===== config.mk =====
export PLATFORM = sky130hd
export DESIGN_NAME = rces_top
export DESIGN_NICKNAME = d
export VERILOG_FILES = /design/src/design/rces_top.v
export VERILOG_INCLUDE_DIRS = /design/src /design/src/design
export SDC_FILE = /design/constraint.sdc
export NUM_CORES = 1
export LEC_CHECK = 0
export ABC_AREA = 1
export BUFFER_PORTS_ARGS = -buffer_cell sky130_fd_sc_hd__buf_2
export CAP_MARGIN = 5
export CORE_MARGIN = 4
export CORE_UTILIZATION = 51
export CTS_CLUSTER_DIAMETER = 60
export DETAILED_ROUTE_END_ITERATION = 10
export GPL_TIMING_DRIVEN = 0
export PLACE_DENSITY = 0.71
export SLEW_MARGIN = 20
export SYNTH_ARGS = -nofsm -noshare
export SYNTH_HDL_FRONTEND = slang
export SYNTH_SLANG_ARGS = --single-unit

===== constraint.sdc =====
create_clock -name SYS_CLK -period 6.1 [get_ports SYS_CLK]
set_clock_uncertainty 0.2 [all_clocks]
set_input_delay 1.525 -clock SYS_CLK [delete_from_list [all_inputs] [get_ports SYS_CLK]]
set_output_delay 1.525 -clock SYS_CLK [all_outputs]
set_load 0.02 [all_outputs]

===== src/design/rces_defines.vh =====
// Purpose: shared constants of the serial link error supervisor
// Assumes: included by the design file by bare name
// Notes: offsets are Avalon word addresses
`ifndef RCES_DEFINES_VH
`define RCES_DEFINES_VH
// ==========================================================
// error codes
`define RCES_CODE_CRC 8'h47
`define RCES_CODE_PARITY 8'h48
`define RCES_CODE_OTHER 8'h49
// ==========================================================
// frame check
`define RCES_CRC_INIT 16'hFFFF
`define RCES_CRC_POLY 16'hA001
`define RCES_CRC_ZERO 16'h0000
`define RCES_GAP_BITS 33
`define RCES_MIN_FRAME 4'h4
`define RCES_BCAST_ADDR 8'h00
`define RCES_TERR_LIMIT 4'h8
`define RCES_GOOD_SEEN 2'h2
// ==========================================================
// fault actions
`define RCES_ACT_STOP 2'h0
`define RCES_ACT_DSTOP 2'h1
`define RCES_ACT_RECOV 2'h2
`define RCES_ACT_RUN 2'h3
`define RCES_MAX_TIMEOUT 6'h3C
// ==========================================================
// register map
`define RCES_REG_CFG1 4'h0
`define RCES_REG_CFG2 4'h1
`define RCES_REG_STAT1 4'h2
`define RCES_REG_STAT2 4'h3
`define RCES_REG_CLEAR 4'h4
`define RCES_CFG_RESET 32'h00000001
`define RCES_CFG_STN 7:0
`define RCES_CFG_ACT 9:8
`define RCES_CFG_TMO 21:16
`define RCES_CFG_DLY 31:22
`endif


===== src/design/rces_top.v =====
// Purpose: link error supervisor for two serial slave ports
// Assumes: byte-level receive/transmit logic runs on SYS_CLK
// Notes: registers on Avalon-MM, one wait state per access
// Functional notes
// - logical errors reported by error response code
// - local frame CRC mismatch gives code 71
// - parity mismatch gives code 72
// - framing or overrun gives code 73
// - eight straight transmission errors raise error
// - no response after a transmission error
// - any good frame clears error run
// - disconnected: serial run, two good frames seen
// - disconnection timeout raises error, applies action
// - timeout zero disables, else 1..60 s
// - timer held clear outside disconnection
// - latest error code kept per port
// - action 0 stops at once
// - action 1 stops after delay
// - action 2 trips unless recovered in delay
// - action 3 keeps running
// - hold last command while error persists
// - second port has own settings, own trip
// - check is CRC-16, X16+X15+X2+1
// - sender appends check as last two characters
// - receiver accepts when remainder is zero
// - start FFFF, xor byte, eight right shifts
// - 33 bit-time gap ends a frame
`timescale 1ns/1ps
`include "rces_defines.vh"

// ==========================================================
// per-port supervisor
module rces_port #(
	parameter BIT_CYCLES = 10417,
	parameter TENTHS_PER_SEC = 10
) (
	input wire clk,
	input wire rst_b,
	input wire tenth_tick,
	input wire [31:0] cfg,
	input wire clr,
	input wire [7:0] rx_byte,
	input wire rx_valid,
	input wire rx_parity_err,
	input wire rx_other_err,
	input wire log_err_valid,
	input wire [7:0] log_err_code,
	input wire ser_run,
	input wire tx_start,
	input wire [7:0] tx_byte,
	input wire tx_valid,
	output reg frame_ok_q,
	output reg resp_err_q,
	output reg [7:0] resp_code_q,
	output reg [7:0] last_code_q,
	output reg comm_err_q,
	output reg stop_q,
	output reg trip_q,
	output reg hold_q,
	output reg disc_q,
	output reg [3:0] terr_cnt_q,
	output reg [15:0] tx_crc_q
);
	localparam [23:0] GAP_CYCLES = `RCES_GAP_BITS * BIT_CYCLES;
	localparam [3:0] TPS = TENTHS_PER_SEC;
	localparam [1:0] A_IDLE = 2'h0;
	localparam [1:0] A_DELAY = 2'h1;
	localparam [1:0] A_DONE = 2'h2;

	// bitwise, lsb first, matches the line order of the characters
	function [15:0] crc_byte;
		input [15:0] c;
		input [7:0] b;
		integer i;
		reg [15:0] r;
		begin
			r = c ^ {8'h00, b};
			for (i = 0; i < 8; i = i + 1)
				r = r[0] ? ((r >> 1) ^ `RCES_CRC_POLY) : (r >> 1);
			crc_byte = r;
		end
	endfunction

	reg [23:0] gap_q;
	reg in_frame_q;
	reg [15:0] crc_q;
	reg [3:0] len_q;
	reg [7:0] addr_q;
	reg perr_q;
	reg oerr_q;
	reg [1:0] seen_q;
	reg [5:0] sec_q;
	reg [3:0] tenth_q;
	reg fired_q;
	reg [1:0] act_q;
	reg [9:0] dly_q;

	wire [1:0] act_sel = cfg[`RCES_CFG_ACT];
	wire [5:0] tmo = cfg[`RCES_CFG_TMO];
	wire [9:0] dly = cfg[`RCES_CFG_DLY];
	wire frame_end = in_frame_q & (gap_q == GAP_CYCLES - 24'h1);
	wire local_hit = (addr_q == cfg[`RCES_CFG_STN]) | (addr_q == `RCES_BCAST_ADDR);
	wire crc_good = (crc_q == `RCES_CRC_ZERO);
	wire good = frame_end & ~perr_q & ~oerr_q & crc_good & (len_q >= `RCES_MIN_FRAME);
	wire terr = frame_end & (perr_q | oerr_q | (local_hit & ~crc_good));
	wire run_hit = terr & (terr_cnt_q == `RCES_TERR_LIMIT - 4'h1);
	wire disc = ser_run & (seen_q == `RCES_GOOD_SEEN);
	wire sec_tick = tenth_tick & (tenth_q == TPS - 4'h1);
	wire tmo_hit = disc & ~fired_q & sec_tick & (tmo != 6'h00) & (sec_q + 6'h1 >= tmo);
	wire raise = run_hit | tmo_hit;
	// stop is forced at this edge: holding must not start alongside it
	wire stop_go = ((act_q == A_IDLE) & raise & (act_sel == `RCES_ACT_STOP)) |
		((act_q == A_DELAY) & ~((act_sel == `RCES_ACT_RECOV) & good) & (dly_q >= dly));

	// ==========================================================
	// frame assembly and check
	always @(posedge clk)
	begin
		if (!rst_b)
		begin
			gap_q <= 24'h0;
			in_frame_q <= 1'b0;
			crc_q <= `RCES_CRC_INIT;
			len_q <= 4'h0;
			addr_q <= 8'h00;
			perr_q <= 1'b0;
			oerr_q <= 1'b0;
		end
		else if (rx_valid)
		begin
			gap_q <= 24'h0;
			in_frame_q <= 1'b1;
			if (!in_frame_q)
			begin
				crc_q <= crc_byte(`RCES_CRC_INIT, rx_byte);
				len_q <= 4'h1;
				addr_q <= rx_byte;
				perr_q <= rx_parity_err;
				oerr_q <= rx_other_err;
			end
			else
			begin
				crc_q <= crc_byte(crc_q, rx_byte);
				if (len_q != 4'hF)
					len_q <= len_q + 4'h1;
				perr_q <= perr_q | rx_parity_err;
				oerr_q <= oerr_q | rx_other_err;
			end
		end
		else if (in_frame_q)
		begin
			gap_q <= gap_q + 24'h1;
			if (frame_end)
				in_frame_q <= 1'b0;
		end
	end

	// ==========================================================
	// classification, error run, last code
	always @(posedge clk)
	begin
		if (!rst_b)
		begin
			frame_ok_q <= 1'b0;
			resp_err_q <= 1'b0;
			resp_code_q <= 8'h00;
			last_code_q <= 8'h00;
			terr_cnt_q <= 4'h0;
			seen_q <= 2'h0;
		end
		else
		begin
			// only good local frames earn a reply; bad ones stay silent
			frame_ok_q <= good & local_hit;
			resp_err_q <= log_err_valid & ~terr;
			if (log_err_valid)
				resp_code_q <= log_err_code;
			if (terr)
			begin
				if (perr_q)
					last_code_q <= `RCES_CODE_PARITY;
				else if (oerr_q)
					last_code_q <= `RCES_CODE_OTHER;
				else
					last_code_q <= `RCES_CODE_CRC;
			end
			else if (log_err_valid)
				last_code_q <= log_err_code;
			if (good)
				terr_cnt_q <= 4'h0;
			else if (terr & (terr_cnt_q != `RCES_TERR_LIMIT))
				terr_cnt_q <= terr_cnt_q + 4'h1;
			if (good & (seen_q != `RCES_GOOD_SEEN))
				seen_q <= seen_q + 2'h1;
		end
	end

	// ==========================================================
	// disconnection timer
	always @(posedge clk)
	begin
		if (!rst_b)
		begin
			sec_q <= 6'h00;
			tenth_q <= 4'h0;
			fired_q <= 1'b0;
			disc_q <= 1'b0;
		end
		else
		begin
			disc_q <= disc;
			if (!disc | good)
			begin
				sec_q <= 6'h00;
				tenth_q <= 4'h0;
				fired_q <= 1'b0;
			end
			else if (tenth_tick)
			begin
				tenth_q <= sec_tick ? 4'h0 : tenth_q + 4'h1;
				if (sec_tick & (sec_q != 6'h3F))
					sec_q <= sec_q + 6'h1;
				if (tmo_hit)
					fired_q <= 1'b1;
			end
		end
	end

	// ==========================================================
	// fault action
	always @(posedge clk)
	begin
		if (!rst_b)
		begin
			comm_err_q <= 1'b0;
			stop_q <= 1'b0;
			trip_q <= 1'b0;
			hold_q <= 1'b0;
			act_q <= A_IDLE;
			dly_q <= 10'h000;
		end
		else
		begin
			// a new error in the cycle of recovery still counts
			if (raise)
				comm_err_q <= 1'b1;
			else if (good)
				comm_err_q <= 1'b0;
			hold_q <= (raise | (comm_err_q & ~good)) & ~stop_q & ~stop_go;
			case (act_q)
			A_IDLE:
			begin
				if (raise)
				begin
					dly_q <= 10'h000;
					case (act_sel)
					`RCES_ACT_STOP:
					begin
						stop_q <= 1'b1;
						trip_q <= 1'b1;
						act_q <= A_DONE;
					end
					`RCES_ACT_DSTOP, `RCES_ACT_RECOV:
						act_q <= A_DELAY;
					default:
						act_q <= A_IDLE;
					endcase
				end
			end
			A_DELAY:
			begin
				if ((act_sel == `RCES_ACT_RECOV) & good)
					act_q <= A_IDLE;
				else if (dly_q >= dly)
				begin
					stop_q <= 1'b1;
					trip_q <= 1'b1;
					act_q <= A_DONE;
				end
				else if (tenth_tick)
					dly_q <= dly_q + 10'h001;
			end
			A_DONE:
			begin
				if (clr)
				begin
					stop_q <= 1'b0;
					trip_q <= 1'b0;
					act_q <= A_IDLE;
				end
			end
			default:
				act_q <= A_IDLE;
			endcase
		end
	end

	// ==========================================================
	// check value for outgoing frames, low byte goes out first
	always @(posedge clk)
	begin
		if (!rst_b | tx_start)
			tx_crc_q <= `RCES_CRC_INIT;
		else if (tx_valid)
			tx_crc_q <= crc_byte(tx_crc_q, tx_byte);
	end
endmodule // rces_port

// ==========================================================
// top: timebase, registers, two ports
module rces_top #(
	parameter BIT1_CYCLES = 10417,
	parameter BIT2_CYCLES = 10417,
	parameter TENTH_CYCLES = 10000000
) (
	input wire SYS_CLK,
	input wire RST_B,
	input wire [3:0] AVS_ADDRESS,
	input wire AVS_READ,
	input wire AVS_WRITE,
	input wire [31:0] AVS_WRITEDATA,
	output wire [31:0] AVS_READDATA,
	output wire AVS_WAITREQUEST,
	input wire [7:0] RX1_BYTE,
	input wire RX1_VALID,
	input wire RX1_PARITY_ERR,
	input wire RX1_OTHER_ERR,
	input wire LOG1_ERR_VALID,
	input wire [7:0] LOG1_ERR_CODE,
	input wire SER1_RUN,
	input wire TX1_START,
	input wire [7:0] TX1_BYTE,
	input wire TX1_VALID,
	output wire FRAME1_OK,
	output wire RESP1_ERR,
	output wire [7:0] RESP1_CODE,
	output wire STOP1,
	output wire PORT1_COMM_TRIP_INDICATION,
	output wire HOLD1,
	output wire [15:0] TX1_CRC,
	input wire [7:0] RX2_BYTE,
	input wire RX2_VALID,
	input wire RX2_PARITY_ERR,
	input wire RX2_OTHER_ERR,
	input wire LOG2_ERR_VALID,
	input wire [7:0] LOG2_ERR_CODE,
	input wire SER2_RUN,
	input wire TX2_START,
	input wire [7:0] TX2_BYTE,
	input wire TX2_VALID,
	output wire FRAME2_OK,
	output wire RESP2_ERR,
	output wire [7:0] RESP2_CODE,
	output wire STOP2,
	output wire PORT2_COMM_TRIP_INDICATION,
	output wire HOLD2,
	output wire [15:0] TX2_CRC
);
	localparam [23:0] TENTH_LAST = TENTH_CYCLES - 1;
	reg [23:0] div_q;
	reg tenth_q;
	reg [31:0] cfg1_q;
	reg [31:0] cfg2_q;
	reg [1:0] clr_q;
	reg [31:0] rdata_q;
	reg wait_q;
	reg [31:0] rd_d;
	wire [7:0] code1, code2;
	wire err1, err2, disc1, disc2;
	wire [3:0] cnt1, cnt2;
	wire req = AVS_READ | AVS_WRITE;
	wire wr = AVS_WRITE & ~wait_q;
	wire [31:0] wcfg = {AVS_WRITEDATA[31:22],
		(AVS_WRITEDATA[21:16] > `RCES_MAX_TIMEOUT) ? `RCES_MAX_TIMEOUT : AVS_WRITEDATA[21:16],
		AVS_WRITEDATA[15:0]};

	assign AVS_READDATA = rdata_q;
	assign AVS_WAITREQUEST = wait_q;

	// ==========================================================
	// tenth-second enable
	always @(posedge SYS_CLK)
	begin
		if (!RST_B)
		begin
			div_q <= 24'h0;
			tenth_q <= 1'b0;
		end
		else
		begin
			tenth_q <= (div_q == TENTH_LAST);
			div_q <= (div_q == TENTH_LAST) ? 24'h0 : div_q + 24'h1;
		end
	end

	// ==========================================================
	// register slave: read data set up during the wait cycle
	always @*
	begin
		rd_d = 32'h0;
		case (AVS_ADDRESS)
		`RCES_REG_CFG1: rd_d = cfg1_q;
		`RCES_REG_CFG2: rd_d = cfg2_q;
		`RCES_REG_STAT1: rd_d = {16'h0, cnt1, disc1, PORT1_COMM_TRIP_INDICATION, STOP1, err1, code1};
		`RCES_REG_STAT2: rd_d = {16'h0, cnt2, disc2, PORT2_COMM_TRIP_INDICATION, STOP2, err2, code2};
		default: rd_d = 32'h0;
		endcase
	end

	always @(posedge SYS_CLK)
	begin
		if (!RST_B)
		begin
			wait_q <= 1'b1;
			rdata_q <= 32'h0;
			cfg1_q <= `RCES_CFG_RESET;
			cfg2_q <= `RCES_CFG_RESET;
			clr_q <= 2'h0;
		end
		else
		begin
			wait_q <= ~(req & wait_q);
			if (req & wait_q)
				rdata_q <= AVS_READ ? rd_d : 32'h0;
			clr_q <= (wr & (AVS_ADDRESS == `RCES_REG_CLEAR)) ? AVS_WRITEDATA[1:0] : 2'h0;
			if (wr & (AVS_ADDRESS == `RCES_REG_CFG1))
				cfg1_q <= wcfg;
			if (wr & (AVS_ADDRESS == `RCES_REG_CFG2))
				cfg2_q <= wcfg;
		end
	end

	// ==========================================================
	// ports
	rces_port #(.BIT_CYCLES(BIT1_CYCLES)) u_port1 (
		.clk(SYS_CLK), .rst_b(RST_B), .tenth_tick(tenth_q), .cfg(cfg1_q), .clr(clr_q[0]),
		.rx_byte(RX1_BYTE), .rx_valid(RX1_VALID), .rx_parity_err(RX1_PARITY_ERR),
		.rx_other_err(RX1_OTHER_ERR), .log_err_valid(LOG1_ERR_VALID),
		.log_err_code(LOG1_ERR_CODE), .ser_run(SER1_RUN), .tx_start(TX1_START),
		.tx_byte(TX1_BYTE), .tx_valid(TX1_VALID), .frame_ok_q(FRAME1_OK),
		.resp_err_q(RESP1_ERR), .resp_code_q(RESP1_CODE), .last_code_q(code1),
		.comm_err_q(err1), .stop_q(STOP1), .trip_q(PORT1_COMM_TRIP_INDICATION),
		.hold_q(HOLD1), .disc_q(disc1), .terr_cnt_q(cnt1), .tx_crc_q(TX1_CRC));

	rces_port #(.BIT_CYCLES(BIT2_CYCLES)) u_port2 (
		.clk(SYS_CLK), .rst_b(RST_B), .tenth_tick(tenth_q), .cfg(cfg2_q), .clr(clr_q[1]),
		.rx_byte(RX2_BYTE), .rx_valid(RX2_VALID), .rx_parity_err(RX2_PARITY_ERR),
		.rx_other_err(RX2_OTHER_ERR), .log_err_valid(LOG2_ERR_VALID),
		.log_err_code(LOG2_ERR_CODE), .ser_run(SER2_RUN), .tx_start(TX2_START),
		.tx_byte(TX2_BYTE), .tx_valid(TX2_VALID), .frame_ok_q(FRAME2_OK),
		.resp_err_q(RESP2_ERR), .resp_code_q(RESP2_CODE), .last_code_q(code2),
		.comm_err_q(err2), .stop_q(STOP2), .trip_q(PORT2_COMM_TRIP_INDICATION),
		.hold_q(HOLD2), .disc_q(disc2), .terr_cnt_q(cnt2), .tx_crc_q(TX2_CRC));
endmodule // rces_top


## Word level (Yosys, flattened, before mapping)

Cells that the tools add are included.

- Flip-flop bits (word level): 368
- Word-level logic and storage cells: 442
- Input bits: 102
- Output and inout bits: 91

- Bitwise gates (word level): 157
- Equal/unequal tests: 49
- $add $sub $neg: 15
- Order comparisons: 7
- Muxes and demuxes: 115
- Reduce and logical (&&, ||, !) cells: 46

Operator list:

| kind | number |
|---|---|
| 16-bit two-way mux | 50 |
| 2-bit NOT with 3-bit output | 48 |
| 32-bit one-hot mux with 4 select lines | 1 |
| 10-bit two-way mux | 8 |
| 24-bit by 1-bit adder with 24-bit output, second input constant | 3 |
| 16-bit by 8-bit bitwise XOR with 16-bit output | 4 |
| 1-bit AND | 59 |
| 24-bit by 19-bit equality test with 1-bit output, second input constant | 2 |
| 8-bit two-way mux | 6 |
| 10-bit one-hot mux with 2 select lines | 2 |
| 16-bit zero test | 2 |
| 32-bit two-way mux | 1 |
| 4-bit two-way mux | 8 |
| 2-bit inequality test, second input constant | 16 |
| 8-bit NOT with 16-bit output | 2 |
| 4-bit by 1-bit adder with 4-bit output, second input constant | 6 |
| 24-bit equality test, second input constant | 1 |
| 1-bit two-way mux | 24 |
| 1-bit NOT | 23 |
| 1-bit OR | 21 |
| 10-bit by 1-bit adder with 10-bit output, second input constant | 2 |
| 10-bit >= comparator | 2 |
| 2-bit AND reduction | 9 |
| 2-bit OR reduction | 9 |
| other kinds (31) | 80 |

## Longest topological paths before layout

- Depth in word-level cells: 18
- Depth in mapped cells: 17
- Gate-level depth less buffers: 17

## By module

A second synthesis with hierarchy kept.

- Cells, all modules: 2666
- Area, all modules: 18816.8 µm²

By module, submodules not included:

| module | cells each | seq. area each (µm²) | times used | area an instance (µm²) |
|---|---|---|---|---|
| rces_port (u_port1) | 953 | 2442.3 | 1 | 6781.5 |
| rces_port (u_port2) | 942 | 2442.3 | 1 | 6640.1 |
| rces_top | 771 | 2482.4 | 1 | 5395.2 |

## Least setup slack after synthesis

OpenSTA, ideal clock, no wires.

- Kind: input -> register
- Start point: in AVS_ADDRESS[3]
- End point: reg cfg2_q[29]
- Path buffers: 1
- Slack: 3.044 ns
- Arrival: 2.727 ns
- Stages on the path: 7
- Library setup time: 0.128 ns
- Data required time: 5.772 ns
- Cells stage by stage: nor2_1 -> nand3_1 -> nor2_1 -> inv_1 -> clkbuf_1 -> o21ai_0 -> a21oi_1

- Longest elaborated chain between the ends: 2

RTL lines:

| what | RTL line | source |
|---|---|---|
| start: declaration | rces_top.v:318 | `input wire [3:0] AVS_ADDRESS,` |
| 4-bit by 1-bit equality test with 1-bit output | - |  |
| 1-bit AND | rces_top.v:428 | `` if (wr & (AVS_ADDRESS == `RCES_REG_CFG2)) `` |
| end signal: assignment | rces_top.v:417 | `` cfg2_q <= `RCES_CFG_RESET; `` |
| end signal: assignment | rces_top.v:429 | `cfg2_q <= wcfg;` |
| end: declaration | rces_top.v:363 | `reg [31:0] cfg2_q;` |

No other way between the ends.
A chain may end at the register's enable or synchronous reset.

## Final worst setup path

- Start point: in AVS_ADDRESS[3]
- End point: reg cfg2_q[4]

Same word-level chain as after synthesis.

==> run metrics <==
outcome=finished clean; pin count of the biggest net entering global routing=13; Synth async-reset ratio=0%; count of cells resized by post-cts repair=0; post-detailed-route via-to-cell ratio=5.52; Hold WC Path Type=flop to flop; part of the Yosys area used for sequential elements=40.3%; post-synth cell types=59; count of placed standard cells including taps=3171; total nets after synthesis=2689; element type at the critical path start=primary input; Most used DFF post-synth=dfxtp_1; final hold viol count=0; number of flip-flops and latches in the synthesized netlist=368; Yosys warnings=0; DR pass1 iterations=6; Pwr Density=269 mW/mm2; Max Cap Violations=0; antenna violations before repair=4; average detailed-routed wire length per instance=17.2 um; Die Y-Extent=197 um; initial core utilization=51.5%; Total Wirelength=55.9 mm; total half-perimeter wirelength after legalization and detailed placement=42.4 mm; transition at the pin with the smallest max-transition slack=971 ps; routed via count=17920; switching power as a share of total power=25.2%; worst max-slew margin expressed relative to the limit=35.3%; kind of end point of the critical path=flop; worst supply voltage drop on vdd=0.244 mV; Avg Cell Area, Syn=7.22 um2; post-CTS setup buffers=0; overall die width=197 um; remaining antenna violation count=0; Mapped Cells=2528; residual overflow from global routing=0; cell taking the most area after synthesis=dfxtp_1; accumulated negative setup slack=0 ps; quantity of I/O buffers inserted on ports=182; total core area=0.0355 mm2; r2r endpoint=u_port1.dly_q[9]; unrepaired setup endpoints after global routing=false; Post-CTS Hold Fix Bufs=0; fraction of layout cells with a size suffix above 1=11.2%; total leakage power=0.00874 uW; Clk pin slew, worst setup/hold paths=60 ps; cell count of the worst hold path=1; num ports=193; GP Congestion=0.930; proportion of power drawn by the clock network=46.0%; pins over their slew limit=0; number of nets in the final layout=2915; post-route core utilization=59.7%; DRC violations left=0; TritonCTS clock tree=yes; share of power burned in combinational logic=9.9%; Post-Synthesis Cell Area=0.0183 mm2; share of Yosys cell area claimed by the top area cell type=40.3%; Non-Filler Cell Area, Final=0.0212 mm2; H-tree level count=2; Hold Startpoint=div_q[0]; power share of the sequential group=44.0%; number of rows in the core area=69; Antenna diodes=0; crit path kind=primary input to flop; data required time of the critical path=6300 ps; die outline area=0.0389 mm2; Iter 0 DRT Violations=1343; clock root buffer=clkbuf_16; area overhead of the layout relative to synthesis=16.1%; largest fanout on the critical path=10; TritonCTS buffer count=42; Design Power=5710 uW; Hold EP=div_q[0]; first-pass GRT wire length=88.7 mm; dpl cell area=0.0197 mm2; Switch Pwr=1440 uW; time the final worst path needs with I/O delays and setup=3640 ps; via count of the first global-routing pass=17291; largest buffer count on any clock path=3; source-to-sink clock delay at the later pin of the worst-skew pair=550 ps; Total Routing Usage GR=27.9%; timing-limited maximum frequency=275 MHz; final setup vio count=0; Worst R2R Setup Slack=3230 ps; share of the cycle needed by the critical path after routing=59.6%; count of cells along the worst register-to-register path=14; startpoint of the worst-slack reg-to-reg timing path=u_port1.sec_q[0]; clock net sink count=368; final cell count without fillers=3244; arrival time at the worst endpoint=3840 ps; internal cell power=4270 uW; number of enable flip-flop cells after synthesis=0; cell types with the largest area share after synthesis=dfxtp_1 (40%), nand2_1 (11%), a21oi_1 (7.4%)
-- through the flow --
step / hold slack (ps) / setup WS [ps]
after CTS: 253 / 2570
after global placement: 228 / 2070
after floorplan: 218 / 3040
after detailed placement: 241 / 2030
final: 255 / 2460
after global routing: 277 / 2350
-- sequential cells by signal (all words and copies together), names as in the netlist, 10 cells and up --
name	count
AVS_READDATA	32
cfg1_q	32
cfg2_q	32
div_q	24
u_port1.gap_q	24
u_port2.gap_q	24
u_port1.crc_q	16
u_port1.tx_crc_q	16
u_port2.crc_q	16
u_port2.tx_crc_q	16
u_port1.dly_q	10
u_port2.dly_q	10
-- per-layer routing --
layer	part of all wire, %	up-vias	routed length [um]	GRT usage (%)
li1	-	8837	-	-
met2	45	641	24900	45.0
met3	7.5	117	4220	4.71
met4	3.2	8	1760	9.76
met1	45	8317	24900	38.2
met5	0.098	-	55	0
-- power groups by stage --
stage	Clock (uW)	Combinational, uW	Sequential [uW]
2_1_floorplan	0	353	2570
3_3_place_gp	0	548	2560
3_5_place_dp	0	558	2560
4_1_cts	2660	561	2510
5_1_grt	2760	629	2520
6_report	2630	567	2510
-- worst max-delay path: stages --
cell      delay [ps]
buf_2            110
nor2_1           250
nand3_1          450
nor2_1           570
inv_1            190
clkbuf_1         320
o21ai_0          340
a21oi_1           90
-- worst max-delay path by stage --
stage	from	end	slack [ps]	cells after the start
floorplan	AVS_ADDRESS[3]	cfg2_q[29]	3040	7
global placement	RST_B	u_port1.gap_q[18]	2070	6
detailed placement	AVS_ADDRESS[3]	cfg2_q[4]	2030	8
CTS	AVS_ADDRESS[3]	cfg2_q[4]	2570	8
global route	AVS_ADDRESS[3]	cfg2_q[4]	2350	8
finish	AVS_ADDRESS[3]	cfg2_q[4]	2460	8
-- layout by cell type, fill, tap and decap left out, drive strengths merged, types with 3 or more instances in the layout --
master	count
nor3	52
clkinv	11
nor2	227
a31oi	13
o21ai	169
o211ai	10
buf	200
xnor2	59
clkbuf	135
ha	59
bufinv	3
and3	3
a221oi	5
a21oi	277
or2	8
dfxtp	368
o311ai	3
nor3b	10
inv	302
nand4	70
nor4	14
a22o	3
a22oi	9
nand3	112
o22ai	28
nand3b	5
nand2	532
xor2	64
o21a	5
o2111ai	7
a211oi	4
-- Yosys cell counts, drive strengths merged (59+ instances only) --
master,number
a21oi,277
clkbuf,69
dfxtp,368
ha,59
inv,302
nand2,532
nand3,112
nand4,70
nor2,227
o21ai,169
xnor2,59
xor2,64
-- logic make-up (layout without fill, tap and decap cells) --
| group | after synthesis | count (layout) | share of synthesized area [%] |
|---|---|---|---|
| buffers and inverters | 396 | 651 | 8.36 |
| AOI/OAI and AO/OA | 546 | 546 | 16.5 |
| adders and majority gates | 59 | 59 | 4.04 |
| xor gates and xnor gates | 123 | 123 | 5.94 |
| and+or+nand+nor | 1036 | 1036 | 24.9 |
| DFF | 368 | 368 | 40.3 |
-- area by class of cell --
cell class / count / area (um2)
fillers: 3290 / 14300
multi-input cells: 1764 / 9370
flip-flops and latches: 368 / 7370
clock buffers: 66 / 1340
inverters: 309 / 1160
repair buffers: 182 / 911
well taps: 461 / 577
plain buffers: 87 / 367
clock inverters: 7 / 110
Power figures use the tool's default switching activity.
